File: src/logic/ext_link_regs_defines.vh
`ifndef EXT_LINK_REGS_DEFINES_VH
`define EXT_LINK_REGS_DEFINES_VH
// register byte addresses
`define ADDR_LINK_SETUP      8'h80
`define ADDR_STATIC_FWD      8'hA0
`define ADDR_IRQ_STATUS      8'hC0
`define ADDR_IRQ_MASK        8'hC4
`define ADDR_PIN_OUT         8'hC8
// link_setup_and_status fields
`define LS_ENABLE            31
`define LS_FIVE_WIRE         30
`define LS_ERROR             27
`define LS_CREDIT_GIVEN      26
`define LS_CREDIT_HELD       25
`define LS_HDX_INIT          24
`define LS_RX_RESET          23
`define LS_SYM_HI            21
`define LS_SYM_LO            11
`define LS_TOK_HI            10
`define LS_TOK_LO            0
// static_forward_setup fields
`define SF_ENABLE            31
`define SF_CHAN_HI           4
`define SF_CHAN_LO           0
// interrupt status bits
`define IRQ_ERROR            0
`define IRQ_JUNK             1
`define IRQ_CREDIT           2
`define IRQ_WIDTH            3
// reset values
`define RST_WORD             32'h0000_0000
// bus responses
`define RESP_OKAY            2'b00
`define RESP_SLVERR          2'b10
`endif

File: src/logic/external_link_control_regs.v
// Contract
// - top control bit enables or disables link
// - enable bit steers port versus link muxing
// - wire mode bit: zero two-wire, one five-wire
// - overflow or illegal token sets error flag
// - reading link register clears error flag
// - status shows credit issued to remote end
// - status shows credit held for sending
// - init clears credit, sends greeting, self-clears
// - receiver reset resyncs on next symbol
// - eleven-bit clocks between transitions within token
// - eleven-bit clocks between consecutive tokens
// - static mode forwards all traffic locally
// - five-bit field names forwarding channel end
// - unroutable packet flagged junk and discarded
`timescale 1ns/1ps
`default_nettype none
`include "ext_link_regs_defines.vh"

module external_link_control_regs #(
  parameter ADDR_W = 8
) (
  input  wire              i_clk_sys,
  input  wire              i_rst_n,
  // axi4-lite write address
  input  wire [ADDR_W-1:0] s_axi_awaddr,
  input  wire              s_axi_awvalid,
  output wire              s_axi_awready,
  // axi4-lite write data
  input  wire [31:0]       s_axi_wdata,
  input  wire [3:0]        s_axi_wstrb,
  input  wire              s_axi_wvalid,
  output wire              s_axi_wready,
  // axi4-lite write response
  output reg  [1:0]        s_axi_bresp,
  output reg               s_axi_bvalid,
  input  wire              s_axi_bready,
  // axi4-lite read address
  input  wire [ADDR_W-1:0] s_axi_araddr,
  input  wire              s_axi_arvalid,
  output wire              s_axi_arready,
  // axi4-lite read data
  output reg  [31:0]       s_axi_rdata,
  output reg  [1:0]        s_axi_rresp,
  output reg               s_axi_rvalid,
  input  wire              s_axi_rready,
  // events from link receiver and switch, same clock domain
  input  wire              i_rx_overflow,
  input  wire              i_rx_illegal_token,
  input  wire              i_rx_credit_token,
  input  wire              i_tx_credit_used_up,
  input  wire              i_credit_issued,
  input  wire              i_credit_withdrawn,
  input  wire              i_pkt_unroutable,
  input  wire              i_pkt_end,
  // link control to link logic
  output reg               o_link_enable,
  output reg               o_port_mux_link,
  output reg               o_five_wire,
  output reg               o_send_greeting,
  output reg               o_rx_resync,
  output reg  [10:0]       o_symbol_gap,
  output reg  [10:0]       o_token_gap,
  output reg               o_static_fwd,
  output reg  [4:0]        o_static_chanend,
  output reg               o_discard,
  output reg               o_irq
);

  // register state
  reg        en_q;           // link enable
  reg        five_q;         // wire mode
  reg        err_q;          // sticky error flag
  reg        cr_given_q;     // credit issued to remote
  reg        cr_held_q;      // credit held locally
  reg [10:0] sym_q;          // intra-token spacing
  reg [10:0] tok_q;          // inter-token spacing
  reg        sf_en_q;        // static forward enable
  reg [4:0]  sf_ch_q;        // static channel end
  reg        junk_q;         // current packet junk
  reg [2:0]  ist_q;          // interrupt status
  reg [2:0]  imask_q;        // interrupt mask
  // bus holding registers
  reg [ADDR_W-1:0] awaddr_q;
  reg        aw_have_q;
  reg [31:0] wdata_q;
  reg [3:0]  wstrb_q;
  reg        w_have_q;

  // merge byte lanes into a word
  function [31:0] merge;
    input [31:0] old_v;
    input [31:0] new_v;
    input [3:0]  strb;
    integer k;
    begin
      merge = old_v;
      for (k = 0; k < 4; k = k + 1) begin
        if (strb[k]) begin
          merge[k*8 +: 8] = new_v[k*8 +: 8];
        end
      end
    end
  endfunction

  // link register image, reserved bits zero
  function [31:0] link_word;
    input e;
    input f;
    input er;
    input cg;
    input ch;
    input [10:0] s;
    input [10:0] t;
    begin
      link_word = `RST_WORD;
      link_word[`LS_ENABLE] = e;
      link_word[`LS_FIVE_WIRE] = f;
      link_word[`LS_ERROR] = er;
      link_word[`LS_CREDIT_GIVEN] = cg;
      link_word[`LS_CREDIT_HELD] = ch;
      link_word[`LS_SYM_HI:`LS_SYM_LO] = s;
      link_word[`LS_TOK_HI:`LS_TOK_LO] = t;
    end
  endfunction

  // accept address and data independently, one write in flight
  assign s_axi_awready = !aw_have_q && !s_axi_bvalid;
  assign s_axi_wready  = !w_have_q && !s_axi_bvalid;
  assign s_axi_arready = !s_axi_rvalid;

  wire       wr_go = aw_have_q && w_have_q;          // both halves present
  wire       rd_go = s_axi_arvalid && s_axi_arready; // read taken
  wire [31:0] w_link = merge(link_word(en_q, five_q, 1'b0, 1'b0, 1'b0, sym_q, tok_q),
                             wdata_q, wstrb_q);
  wire [31:0] w_sf = merge({sf_en_q, 26'd0, sf_ch_q}, wdata_q, wstrb_q);
  wire [31:0] w_gen = merge(32'h0000_0000, wdata_q, wstrb_q);
  wire wr_link = wr_go && (awaddr_q == `ADDR_LINK_SETUP);
  wire wr_sf   = wr_go && (awaddr_q == `ADDR_STATIC_FWD);
  wire wr_ist  = wr_go && (awaddr_q == `ADDR_IRQ_STATUS);
  wire wr_imk  = wr_go && (awaddr_q == `ADDR_IRQ_MASK);
  wire wr_ok   = wr_link || wr_sf || wr_ist || wr_imk;
  wire rd_link = rd_go && (s_axi_araddr == `ADDR_LINK_SETUP);
  wire err_ev  = i_rx_overflow || i_rx_illegal_token;
  wire [2:0] ev = {i_rx_credit_token, i_pkt_unroutable, err_ev};

  // write channel capture and response
  always @(posedge i_clk_sys or negedge i_rst_n) begin
    if (!i_rst_n) begin
      awaddr_q     <= {ADDR_W{1'b0}};
      aw_have_q    <= 1'b0;
      wdata_q      <= `RST_WORD;
      wstrb_q      <= 4'h0;
      w_have_q     <= 1'b0;
      s_axi_bvalid <= 1'b0;
      s_axi_bresp  <= `RESP_OKAY;
    end else begin
      if (s_axi_awvalid && s_axi_awready) begin
        awaddr_q  <= s_axi_awaddr;
        aw_have_q <= 1'b1;
      end
      if (s_axi_wvalid && s_axi_wready) begin
        wdata_q  <= s_axi_wdata;
        wstrb_q  <= s_axi_wstrb;
        w_have_q <= 1'b1;
      end
      if (wr_go) begin
        aw_have_q    <= 1'b0;
        w_have_q     <= 1'b0;
        s_axi_bvalid <= 1'b1;
        s_axi_bresp  <= wr_ok ? `RESP_OKAY : `RESP_SLVERR;
      end else if (s_axi_bvalid && s_axi_bready) begin
        s_axi_bvalid <= 1'b0;
      end
    end
  end

  // read data path
  always @(posedge i_clk_sys or negedge i_rst_n) begin
    if (!i_rst_n) begin
      s_axi_rvalid <= 1'b0;
      s_axi_rdata  <= `RST_WORD;
      s_axi_rresp  <= `RESP_OKAY;
    end else if (rd_go) begin
      s_axi_rvalid <= 1'b1;
      s_axi_rresp  <= `RESP_OKAY;
      case (s_axi_araddr)
        `ADDR_LINK_SETUP: s_axi_rdata <= link_word(en_q, five_q, err_q, cr_given_q,
                                                   cr_held_q, sym_q, tok_q);
        `ADDR_STATIC_FWD: s_axi_rdata <= {sf_en_q, 26'd0, sf_ch_q};
        `ADDR_IRQ_STATUS: s_axi_rdata <= {29'd0, ist_q};
        `ADDR_IRQ_MASK:   s_axi_rdata <= {29'd0, imask_q};
        `ADDR_PIN_OUT:    s_axi_rdata <= {29'd0, junk_q, o_static_fwd, o_port_mux_link};
        default: begin
          s_axi_rdata <= `RST_WORD;
          s_axi_rresp <= `RESP_SLVERR;
        end
      endcase
    end else if (s_axi_rvalid && s_axi_rready) begin
      s_axi_rvalid <= 1'b0;
    end
  end

  // control fields and one-cycle strobes
  always @(posedge i_clk_sys or negedge i_rst_n) begin
    if (!i_rst_n) begin
      en_q            <= 1'b0;
      five_q          <= 1'b0;
      sym_q           <= 11'd0;
      tok_q           <= 11'd0;
      sf_en_q         <= 1'b0;
      sf_ch_q         <= 5'd0;
      o_send_greeting <= 1'b0;
      o_rx_resync     <= 1'b0;
      imask_q         <= 3'd0;
    end else begin
      o_send_greeting <= wr_link && w_link[`LS_HDX_INIT];
      o_rx_resync     <= wr_link && w_link[`LS_RX_RESET];
      if (wr_link) begin
        en_q   <= w_link[`LS_ENABLE];
        five_q <= w_link[`LS_FIVE_WIRE];
        sym_q  <= w_link[`LS_SYM_HI:`LS_SYM_LO];
        tok_q  <= w_link[`LS_TOK_HI:`LS_TOK_LO];
      end
      if (wr_sf) begin
        sf_en_q <= w_sf[`SF_ENABLE];
        sf_ch_q <= w_sf[`SF_CHAN_HI:`SF_CHAN_LO];
      end
      if (wr_imk) begin
        imask_q <= w_gen[2:0];
      end
    end
  end

  // link status flags
  always @(posedge i_clk_sys or negedge i_rst_n) begin
    if (!i_rst_n) begin
      err_q      <= 1'b0;
      cr_given_q <= 1'b0;
      cr_held_q  <= 1'b0;
      junk_q     <= 1'b0;
    end else begin
      // event wins over clear-on-read
      if (err_ev) begin
        err_q <= 1'b1;
      end else if (rd_link) begin
        err_q <= 1'b0;
      end
      // credit issued to remote
      if (i_credit_issued) begin
        cr_given_q <= 1'b1;
      end else if (i_credit_withdrawn) begin
        cr_given_q <= 1'b0;
      end
      // remote credit arrives after greeting; init clears
      if (i_rx_credit_token) begin
        cr_held_q <= 1'b1;
      end else if ((wr_link && w_link[`LS_HDX_INIT]) || i_tx_credit_used_up) begin
        cr_held_q <= 1'b0;
      end
      // junk marks rest of current packet
      if (i_pkt_unroutable && !o_static_fwd) begin
        junk_q <= 1'b1;
      end else if (i_pkt_end) begin
        junk_q <= 1'b0;
      end
    end
  end

  // sticky interrupt status, write one to clear, set wins
  always @(posedge i_clk_sys or negedge i_rst_n) begin
    if (!i_rst_n) begin
      ist_q <= 3'd0;
    end else begin
      ist_q <= ev | (ist_q & ~(wr_ist ? w_gen[2:0] : 3'd0));
    end
  end

  // registered outputs to link logic
  always @(posedge i_clk_sys or negedge i_rst_n) begin
    if (!i_rst_n) begin
      o_link_enable    <= 1'b0;
      o_port_mux_link  <= 1'b0;
      o_five_wire      <= 1'b0;
      o_symbol_gap     <= 11'd0;
      o_token_gap      <= 11'd0;
      o_static_fwd     <= 1'b0;
      o_static_chanend <= 5'd0;
      o_discard        <= 1'b0;
      o_irq            <= 1'b0;
    end else begin
      o_link_enable    <= en_q;
      o_port_mux_link  <= en_q;
      o_five_wire      <= five_q;
      o_symbol_gap     <= sym_q;
      o_token_gap      <= tok_q;
      o_static_fwd     <= sf_en_q;
      o_static_chanend <= sf_ch_q;
      o_discard        <= junk_q || (i_pkt_unroutable && !sf_en_q);
      o_irq            <= |(ist_q & imask_q);
    end
  end

endmodule
`default_nettype wire

File: config.mk
export PLATFORM = sky130hd
export DESIGN_NAME = external_link_control_regs
export DESIGN_NICKNAME = d
export VERILOG_FILES = /design/src/logic/external_link_control_regs.v
export VERILOG_INCLUDE_DIRS = /design/src /design/src/logic
export SDC_FILE = /design/constraint.sdc
export NUM_CORES = 1
export LEC_CHECK = 0
export BUFFER_PORTS_ARGS = -buffer_cell sky130_fd_sc_hd__buf_4
export CAP_MARGIN = 20
export CELL_PAD_IN_SITES_DETAIL_PLACEMENT = 2
export CELL_PAD_IN_SITES_GLOBAL_PLACEMENT = 2
export CORE_MARGIN = 4
export CORE_UTILIZATION = 38
export CTS_CLUSTER_SIZE = 25
export DETAILED_ROUTE_END_ITERATION = 10
export MAX_ROUTING_LAYER = met4
export PLACE_DENSITY = 0.93
export SYNTH_ARGS = -nofsm -noshare
export SYNTH_HDL_FRONTEND = slang
export SYNTH_SLANG_ARGS = --single-unit
export TNS_END_PERCENT = 20
File: constraint.sdc
create_clock -name i_clk_sys -period 3.68 [get_ports i_clk_sys]
set_clock_uncertainty 0.15 [all_clocks]
set_input_delay 0 -clock i_clk_sys [delete_from_list [all_inputs] [get_ports i_clk_sys]]
set_output_delay 0 -clock i_clk_sys [all_outputs]
set_load 0.005 [all_outputs]
==> results of run 1 <==
metrics by stage:
step / hold slack, ns / instances / instance area (um2) / util
after global routing: 0.02473 / 753 / 7720 / 0.5540
after detailed placement: -0.05398 / 660 / 6551 / 0.4701
after floorplan: -0.4456 / 370 / 5460 / -
final: 0.006841 / 753 / 7720 / 0.5540
after global placement: -0.07303 / 660 / 6551 / 0.4701
after CTS: 0.01862 / 752 / 7717 / 0.5538
cell type report:
cell class | instances | area [um2] | area share
diodes | 1 | 2.502 | 0.0003241
clock buffers | 20 | 456.7 | 0.05916
clock inverters | 12 | 108.9 | 0.01410
inverters | 12 | 45.04 | 0.005835
multi-input cells | 189 | 1643 | 0.2128
flip-flops and latches | 145 | 3628 | 0.4700
well taps | 180 | 225.2 | 0.02917
repair buffers | 194 | 1610 | 0.2086
synth_stat cells, types with 2 or more instances:
cell and count:
o21bai_1 2, nand2_1 13, dfrtp_1 145, nand4_1 5, a21o_1 5, buf_4 9
o21ai_0 10, nand3_1 2, mux2_2 68, inv_1 12, nor3_1 3, and4_1 3
a22o_2 19, buf_6 2, mux2i_1 11, and2_1 3, buf_2 4, o2bb2ai_1 2
nor2b_1 4, a22o_1 2, nand2b_1 3, clkbuf_1 8, nor2_1 8
cells by family after synthesis:
family / Yosys count / share of synthesized area
mux: 79 / 0.1611
flops: 145 / 0.6673
buf+inv: 36 / 0.03474
compound gates: 48 / 0.07225
other cells: 1 / 0.0006896
simple gates: 55 / 0.06397
cells in the final DEF, fill, tap and decap left out, drive strengths merged, types with 2 or more instances in the layout:
master	n
dfrtp	145
buf	134
mux2	68
dlygate4sd3	60
a22o	21
clkbuf	20
inv	14
nand2	13
mux2i	11
o21ai	10
nor2	9
conb	7
nand4	7
clkinv	7
a21o	5
nor2b	4
nor3	4
nand2b	3
and4	3
and2	3
o2bb2ai	2
nand3	2
o21bai	2
clkinvlp	2
where the power goes:
group          total (mW)  switching (mW)  internal, mW
Sequential           2.17           0.267          1.91
Combinational       0.822           0.356         0.466
Clock                1.67           0.707         0.966
Total                4.67            1.33          3.34
metal layers:
| metal | GRT usage | routed length, um | vias up |
|---|---|---|---|
| li1 | - | - | 1671 |
| met1 | 0.2422 | 6396 | 2005 |
| met2 | 0.4522 | 10570 | 100 |
| met3 | 0.05560 | 625 | 28 |
| met4 | 0.08489 | 415 | 0 |
| met5 | - | 0 | - |
worst paths after layout:
path	start	endpoint	slack, ns
setup / recovery	s_axi_araddr[4]	err_q	0.82
hold / removal	i_rst_n	o_token_gap[5]	0.007
setup reg to reg	awaddr_q[1]	ist_q[0]	0.91
hold reg to reg	sf_ch_q[1]	o_static_chanend[1]	0.25
max in group asynchronous	i_rst_n	imask_q[0]	2.37
min in group i_clk_sys	s_axi_araddr[6]	s_axi_rdata[4]	0.04
timing repair:
item / 4_1_cts / 5_1_grt
buffers inserted: 0 / 0
hold buffers: 60 / 0
hold endpoints to repair: 134 / 0
registers in the layout, summed over array words and instances (netlist names), 3 cells and up:
register / cells
o_symbol_gap: 11
ist_q: 3
sym_q: 11
s_axi_rdata: 27
o_static_chanend: 5
imask_q: 3
tok_q: 11
wstrb_q: 4
sf_ch_q: 5
o_token_gap: 11
wdata_q: 26
awaddr_q: 8
==> flow_summary.json, run 1 <==
{
  "grt_max_degree": 81,
  "drtIter0Drc": 144,
  "grt_first_pass_wirelength_mm": 28.05,
  "mappedNetlistArea_um2": 5438,
  "yosysUniqueCellTypes": 44,
  "clk_path_buf_depth": 2,
  "die_h_um": 127.6,
  "port_buffers": 129,
  "h-tree-depth": 4,
  "wire_per_inst_um": 23.92,
  "yosysSeqAreaShare": 0.6673,
  "cpPeakStageDelay_ns": 0.63,
  "synth_edf_count": 0,
  "setup_viol_count_final": 0,
  "post-place-ws_ns": 1.186,
  "cts_tree": "yes",
  "rows": 43,
  "nets": 626,
  "die-area_um2": 16290,
  "cp_cell_sequence": "dlygate4sd3_1, buf_4, or4b_4, dlygate4sd3_1, or3b_4, nor2_4, o21ai_0",
  "cp_top_family": "simple AND/OR/NAND/NOR gates",
  "crit_cells": 7,
  "setup_slack_ns": 0.8244,
  "hp-class": "in -> async",
  "synth_top_cell_by_area": "dfrtp_1",
  "firstDrtPassIters": 6,
  "end_kind": "register",
  "worst_pin_slew_ns": 0.7579,
  "num_vias": 3804,
  "place_congestion": 0.7485,
  "fin_crit_sh": 0.7760,
  "antenna_found_initial": 1,
  "synthArstFlopShare": 1.000,
  "ios": 143,
  "leakage_nw": 3.794,
  "core_um2": 13930,
  "arrival_ns": 2.98,
  "clk_pin_slew_ns": 0.06,
  "die_x_um": 127.6,
  "maxCapViolCount": 0,
  "start_kind": "input pin",
  "critPathBufInv": 3,
  "clock.fmax_ghz": 0.3502,
  "cts-resized-gates": 0,
  "ant_nets": 0,
  "setup_tns_ns": 0,
  "remaining_drc_errors": 0,
  "clkSinkCount": 145,
  "synth-seq-cells": 145,
  "crit_required_ns": 3.80,
  "ys_dominant_reg_cell": "dfrtp_1",
  "fill_cells": 1250,
  "status": "finished, final reports clean",
  "yosysWarnings": 0,
  "numCtsBuffers": 17,
  "vias_per_cell": 5.052,
  "power.density_nw_per_um2": 604.7,
  "clk_latency_ns": 0.44,
  "drv_slew": 0,
  "rsz0062_at_grt": "no",
  "drive_above_1_share": 0.4528,
  "crit_type": "in -> reg",
  "ff2ff_path_depth": 6,
  "grt_overflow": 0,
  "relSlewSlack": 0.4947,
  "grt_pass1_vias": 4670,
  "synth_top_area_share": 0.6673,
  "hold_viol": 0,
  "start_util": 0.3902,
  "wl_mm": 18.01,
  "synth_area_per_cell_um2": 14.94,
  "hpwl_mm": 10.81,
  "cp_max_fo": 22,
  "synthTopCellsByArea": "dfrtp_1 (67%), mux2_2 (14%), a22o_2 (3.5%)",
  "cts.root.buffer_cell": "clkbuf_16",
  "synthCells": 364,
  "track_usage": 0.2403,
  "irDropWorstVdd_mv": 0.2636,
  "cp_slowest_cell": "dlygate4sd3_1",
  "critical_path.most_common_cell": "dlygate4sd3_1",
  "syn_to_final_growth_pct": 41.97,
  "total_power_mw": 4.668,
  "fin_crit_ns": 2.856
}
(Power assumes the default switching activity.)
==> inputs of run 2 (changes only) <==
--- a/config.mk
+++ b/config.mk
@@ -11,11 +11,11 @@
 export CELL_PAD_IN_SITES_DETAIL_PLACEMENT = 2
 export CELL_PAD_IN_SITES_GLOBAL_PLACEMENT = 2
 export CORE_MARGIN = 4
-export CORE_UTILIZATION = 38
+export CORE_UTILIZATION = 32
 export CTS_CLUSTER_SIZE = 25
 export DETAILED_ROUTE_END_ITERATION = 10
 export MAX_ROUTING_LAYER = met4
-export PLACE_DENSITY = 0.93
+export PLACE_DENSITY = 0.84
 export SYNTH_ARGS = -nofsm -noshare
 export SYNTH_HDL_FRONTEND = slang
 export SYNTH_SLANG_ARGS = --single-unit
==> constraint.sdc (replaced) <==
create_clock -name i_clk_sys -period 2.4 [get_ports i_clk_sys]
set_clock_uncertainty 0.15 [all_clocks]
set_input_delay 0 -clock i_clk_sys [delete_from_list [all_inputs] [get_ports i_clk_sys]]
set_output_delay 0 -clock i_clk_sys [all_outputs]
set_load 0.005 [all_outputs]
==> flow_summary.json, run 2 (synthesized netlist as in run 1, its figures left out) <==
{
  "crit_required_ns": 2.58,
  "clock.fmax_ghz": 0.4293,
  "cp_max_fo": 5,
  "wire_per_inst_um": 21.50,
  "clk_path_buf_depth": 2,
  "cts-resized-gates": 0,
  "hp-class": "in -> reg",
  "placed_cell_area_um2": 6650,
  "port_buffers": 129,
  "setup_viol_count_final": 0,
  "final_cell_mix": "dfrtp_1 (145), buf_4 (134), mux2_2 (68)",
  "antennaDiodeCount": 0,
  "drv_slew": 0,
  "grt_pass1_vias": 4604,
  "highest_layer": "met4",
  "rsz0062_at_grt": "no",
  "total_power_mw": 7.067,
  "die_x_um": 138.4,
  "grt_overflow": 0,
  "nets": 631,
  "clkSinkCount": 145,
  "grt_first_pass_wirelength_mm": 27.47,
  "end_kind": "register",
  "antenna_found_initial": 0,
  "cts_tree": "yes",
  "num_vias": 3780,
  "drive_above_1_share": 0.4558,
  "relSlewSlack": 0.6107,
  "firstDrtPassIters": 4,
  "wl_met3_um": 839,
  "clk_pin_slew_ns": 0.06,
  "postCtsHoldBufs": 62,
  "arrival_ns": 2.51,
  "power.density_nw_per_um2": 902.7,
  "worst_pin_slew_ns": 0.5840,
  "fin_crit_sh": 0.9705,
  "fin_crit_ns": 2.329,
  "ant_nets": 0,
  "irDropWorstVdd_mv": 0.4944,
  "wl_mm": 17.13,
  "reg2reg_slack_ns": 0.12,
  "status": "finished, final reports clean",
  "start_util": 0.3267,
  "largest-register": "s_axi_rdata",
  "maxCapViolCount": 0,
  "critical_path.most_common_cell": "dlygate4sd3_1",
  "top_regs": "s_axi_rdata x27, wdata_q x26",
  "cts.root.buffer_cell": "clkbuf_16",
  "drtIter0Drc": 180,
  "start_kind": "input pin",
  "cp_cell_sequence": "dlygate4sd3_1, buf_4, or4b_4, or3b_4, dlygate4sd3_1, o21ai_0",
  "place_congestion": 0.7403,
  "cp_slowest_cell": "dlygate4sd3_1",
  "crit_type": "in -> reg",
  "cpPeakStageDelay_ns": 0.62,
  "clk_latency_ns": 0.42,
  "final_area_um2": 7829,
  "die-area_um2": 19140,
  "vias_per_cell": 4.743,
  "numCtsBuffers": 17,
  "final_common_cell": "dfrtp_1",
  "leakage_nw": 3.821,
  "track_usage": 0.1934,
  "remaining_drc_errors": 0,
  "die_h_um": 138.4,
  "rows": 47,
  "ios": 143,
  "syn_to_final_growth_pct": 43.97,
  "postCtsSetupBuffers": 0,
  "hpwl_mm": 10.54,
  "largest_register_ff_count": 27,
  "final_util": 0.4704,
  "core_um2": 16640,
  "setup_tns_ns": 0,
  "grt_max_degree": 73,
  "wl_met1_mm": 6.521,
  "met2_length_mm": 9.500,
  "hold_viol": 0,
  "h-tree-depth": 4
}
-- run 2: final cells by class --
class,instances,area [um2]
Fill cell,1597,8813
Sequential cell,145,3628
Timing Repair Buffer,199,1688
Multi-Input combinational cell,189,1644
Clock buffer,19,432.9
Tap cell,220,275.3
Clock inverter,13,115.1
Inverter,12,45.04
-- run 2: path summary, 6_finish.rpt --
kind                            startpoint         endpoint  cells past startpoint
max                        s_axi_araddr[1]   s_axi_rdata[3]                      6
min                        s_axi_araddr[0]  s_axi_rdata[31]                      4
max reg2reg                    awaddr_q[1]         sym_q[5]                      5
min reg2reg                       tok_q[2]   o_token_gap[2]                      0
max in group asynchronous          i_rst_n      wdata_q[13]                      4
min in group asynchronous          i_rst_n            o_irq                      4
-- run 2: stage by stage --
step	std cells	worst slack, ns	hold slack [ns]
3_3_place_gp	703	0.2421	-0.2648
4_1_cts	797	0.1099	0.0003524
5_1_grt	797	0.02632	0.02514
2_1_floorplan	370	0.4894	-0.4456
6_report	797	0.07084	0.008463
3_5_place_dp	703	0.08952	-0.2574
-- run 2: routing by layer --
layer	vias up	GRT usage
li1	1674	-
met1	1966	0.2143
met2	115	0.3415
met3	25	0.04696
met4	0	0.06500
met5	-	-
-- run 2: worst max-delay path, delay by kind of cell --
family                 cells  cell delay, ns
and+or+nand+nor            2            1.02
AOI/OAI and AO/OA          1            0.19
buffers and inverters      3            1.29
-- run 2: power by group --
part,leakage (nW),internal [mW],switching [mW]
clock network,0.259,1.42,1.05
registers,1.89,2.92,0.405
logic,1.67,0.736,0.529
==> inputs of run 3 (changes only) <==
--- a/config.mk
+++ b/config.mk
@@ -6,16 +6,16 @@
 export SDC_FILE = /design/constraint.sdc
 export NUM_CORES = 1
 export LEC_CHECK = 0
-export BUFFER_PORTS_ARGS = -buffer_cell sky130_fd_sc_hd__buf_4
 export CAP_MARGIN = 20
 export CELL_PAD_IN_SITES_DETAIL_PLACEMENT = 2
 export CELL_PAD_IN_SITES_GLOBAL_PLACEMENT = 2
 export CORE_MARGIN = 4
-export CORE_UTILIZATION = 32
+export CORE_UTILIZATION = 38
 export CTS_CLUSTER_SIZE = 25
 export DETAILED_ROUTE_END_ITERATION = 10
+export DONT_BUFFER_PORTS = 1
 export MAX_ROUTING_LAYER = met4
-export PLACE_DENSITY = 0.84
+export PLACE_DENSITY_LB_ADDON = 0.1
 export SYNTH_ARGS = -nofsm -noshare
 export SYNTH_HDL_FRONTEND = slang
 export SYNTH_SLANG_ARGS = --single-unit
==> flow_summary.json, run 3 (synthesized netlist as in run 1, its figures left out) <==
{
  "clk_latency_ns": 0.43,
  "start_kind": "register",
  "nets": 510,
  "dp_cells": 533,
  "met2_length_mm": 7.112,
  "grt_pass1_vias": 3783,
  "cts_tree": "yes",
  "drv_slew": 0,
  "relSlewSlack": 0.5993,
  "clkSinkCount": 145,
  "wl_met1_mm": 5.593,
  "remaining_drc_errors": 0,
  "final_common_cell": "dfrtp_1",
  "largest_register_ff_count": 27,
  "hpwl_mm": 8.442,
  "status": "finished with violations",
  "crit_required_ns": 2.55,
  "fill_cells": 1299,
  "final_util": 0.4954,
  "maxCapViolCount": 0,
  "setup_tns_ns": 0,
  "core_um2": 13930,
  "antennaDiodeCount": 0,
  "final_cell_mix": "dfrtp_1 (145), dlygate4sd3_1 (71), mux2_2 (68)",
  "largest-register": "s_axi_rdata",
  "clock.fmax_ghz": 0.4409,
  "firstDrtPassIters": 4,
  "drtIter0Drc": 141,
  "wl_mm": 13.70,
  "vias_per_cell": 5.113,
  "cp_max_fo": 9,
  "die_h_um": 127.6,
  "h-tree-depth": 4,
  "die_x_um": 127.6,
  "ant_nets": 0,
  "stdcell_count": 636,
  "drive_above_1_share": 0.2873,
  "hp-class": "in -> async",
  "power.density_nw_per_um2": 1008,
  "arrival_ns": 2.42,
  "top_regs": "s_axi_rdata x27, wdata_q x26",
  "place_congestion": 0.7170,
  "hold_ws_ns": -0.8789,
  "wire_per_inst_um": 21.54,
  "port_buffers": 0,
  "crit_type": "reg -> reg",
  "wl_met3_um": 794,
  "cts.root.buffer_cell": "clkbuf_16",
  "leakage_nw": 3.206,
  "worst_pin_slew_ns": 0.5990,
  "clk_path_buf_depth": 2,
  "hold_viol": 145,
  "start_util": 0.3902,
  "grt_overflow": 0,
  "die-area_um2": 16290,
  "antenna_found_initial": 0,
  "numCtsBuffers": 17,
  "multi_input_area_um2": 1644,
  "fin_crit_sh": 0.9450,
  "syn_to_final_growth_pct": 26.94,
  "postCtsHoldBufs": 71,
  "grt_max_degree": 146,
  "final-seq-area_um2": 3628,
  "irDropWorstVdd_mv": 0.4928,
  "clk_pin_slew_ns": 0.06,
  "setup_viol_count_final": 0,
  "highest_layer": "met4",
  "rows": 43,
  "num_vias": 3252,
  "ios": 143,
  "end_kind": "register",
  "violations": "negative hold slack",
  "rsz0062_at_grt": "no",
  "track_usage": 0.1843,
  "fin_crit_ns": 2.268,
  "grt_first_pass_wirelength_mm": 21.79
}
-- run 3: stage by stage --
| stage | setup slack [ns] | power, mW | instance area (um2) |
|---|---|---|---|
| final | 0.1319 | 6.956 | 6903 |
| after global placement | 0.2865 | 4.125 | 5608 |
| after detailed placement | 0.2455 | 4.198 | 5608 |
| after floorplan | 0.4894 | 3.923 | 5460 |
| after CTS | 0.1502 | 7.037 | 6903 |
| after global routing | 0.05696 | 7.348 | 6903 |
-- run 3: per-layer routing --
layer,vias to the layer above,GRT usage
met4,0,0.06929
met3,18,0.06062
met5,-,-
met1,1703,0.2092
met2,95,0.3044
li1,1436,-
-- run 3: path summary, 6_finish.rpt --
check | startpoint | endpoint | slack (ns) | cells past startpoint
hold / removal | i_rst_n | s_axi_rresp[1] | -0.88 | 0
setup / recovery | aw_have_q | awaddr_q[4] | 0.13 | 4
min in group i_clk_sys | s_axi_bready | s_axi_bvalid | 0.07 | 2
setup reg to reg | aw_have_q | awaddr_q[4] | 0.13 | 4
max in group asynchronous | i_rst_n | o_static_chanend[4] | 2.63 | 0
hold reg to reg | sf_ch_q[0] | o_static_chanend[0] | 0.24 | 0
-- run 3: critical path, stage by stage (launching register included) --
cell	delay (ns)
dfrtp_1	0.41
nor2_1	0.22
and2_1	0.42
mux2_2	0.38
dlygate4sd3_1	0.56
-- run 3: layout make-up --
| class | count | area share |
|---|---|---|
| timing repair buffer | 78 | 0.1124 |
| sequential | 145 | 0.5256 |
| inverter | 12 | 0.006525 |
| multi-input combinational | 189 | 0.2382 |
| clock buffer | 23 | 0.06924 |
| clock inverter | 9 | 0.01541 |
| tap | 180 | 0.03263 |
-- run 3: where the power goes --
group	internal [mW]	switching, mW
clock	1.61	0.998
sequential	2.92	0.378
combinational	0.650	0.399
total	5.18	1.77
-- run 3: what timing repair did --
item,4_1_cts,5_1_grt
endpoints found under the setup margin,0,0
resized for setup,0,0
hold endpoints to repair,223,145
buffers inserted,0,0
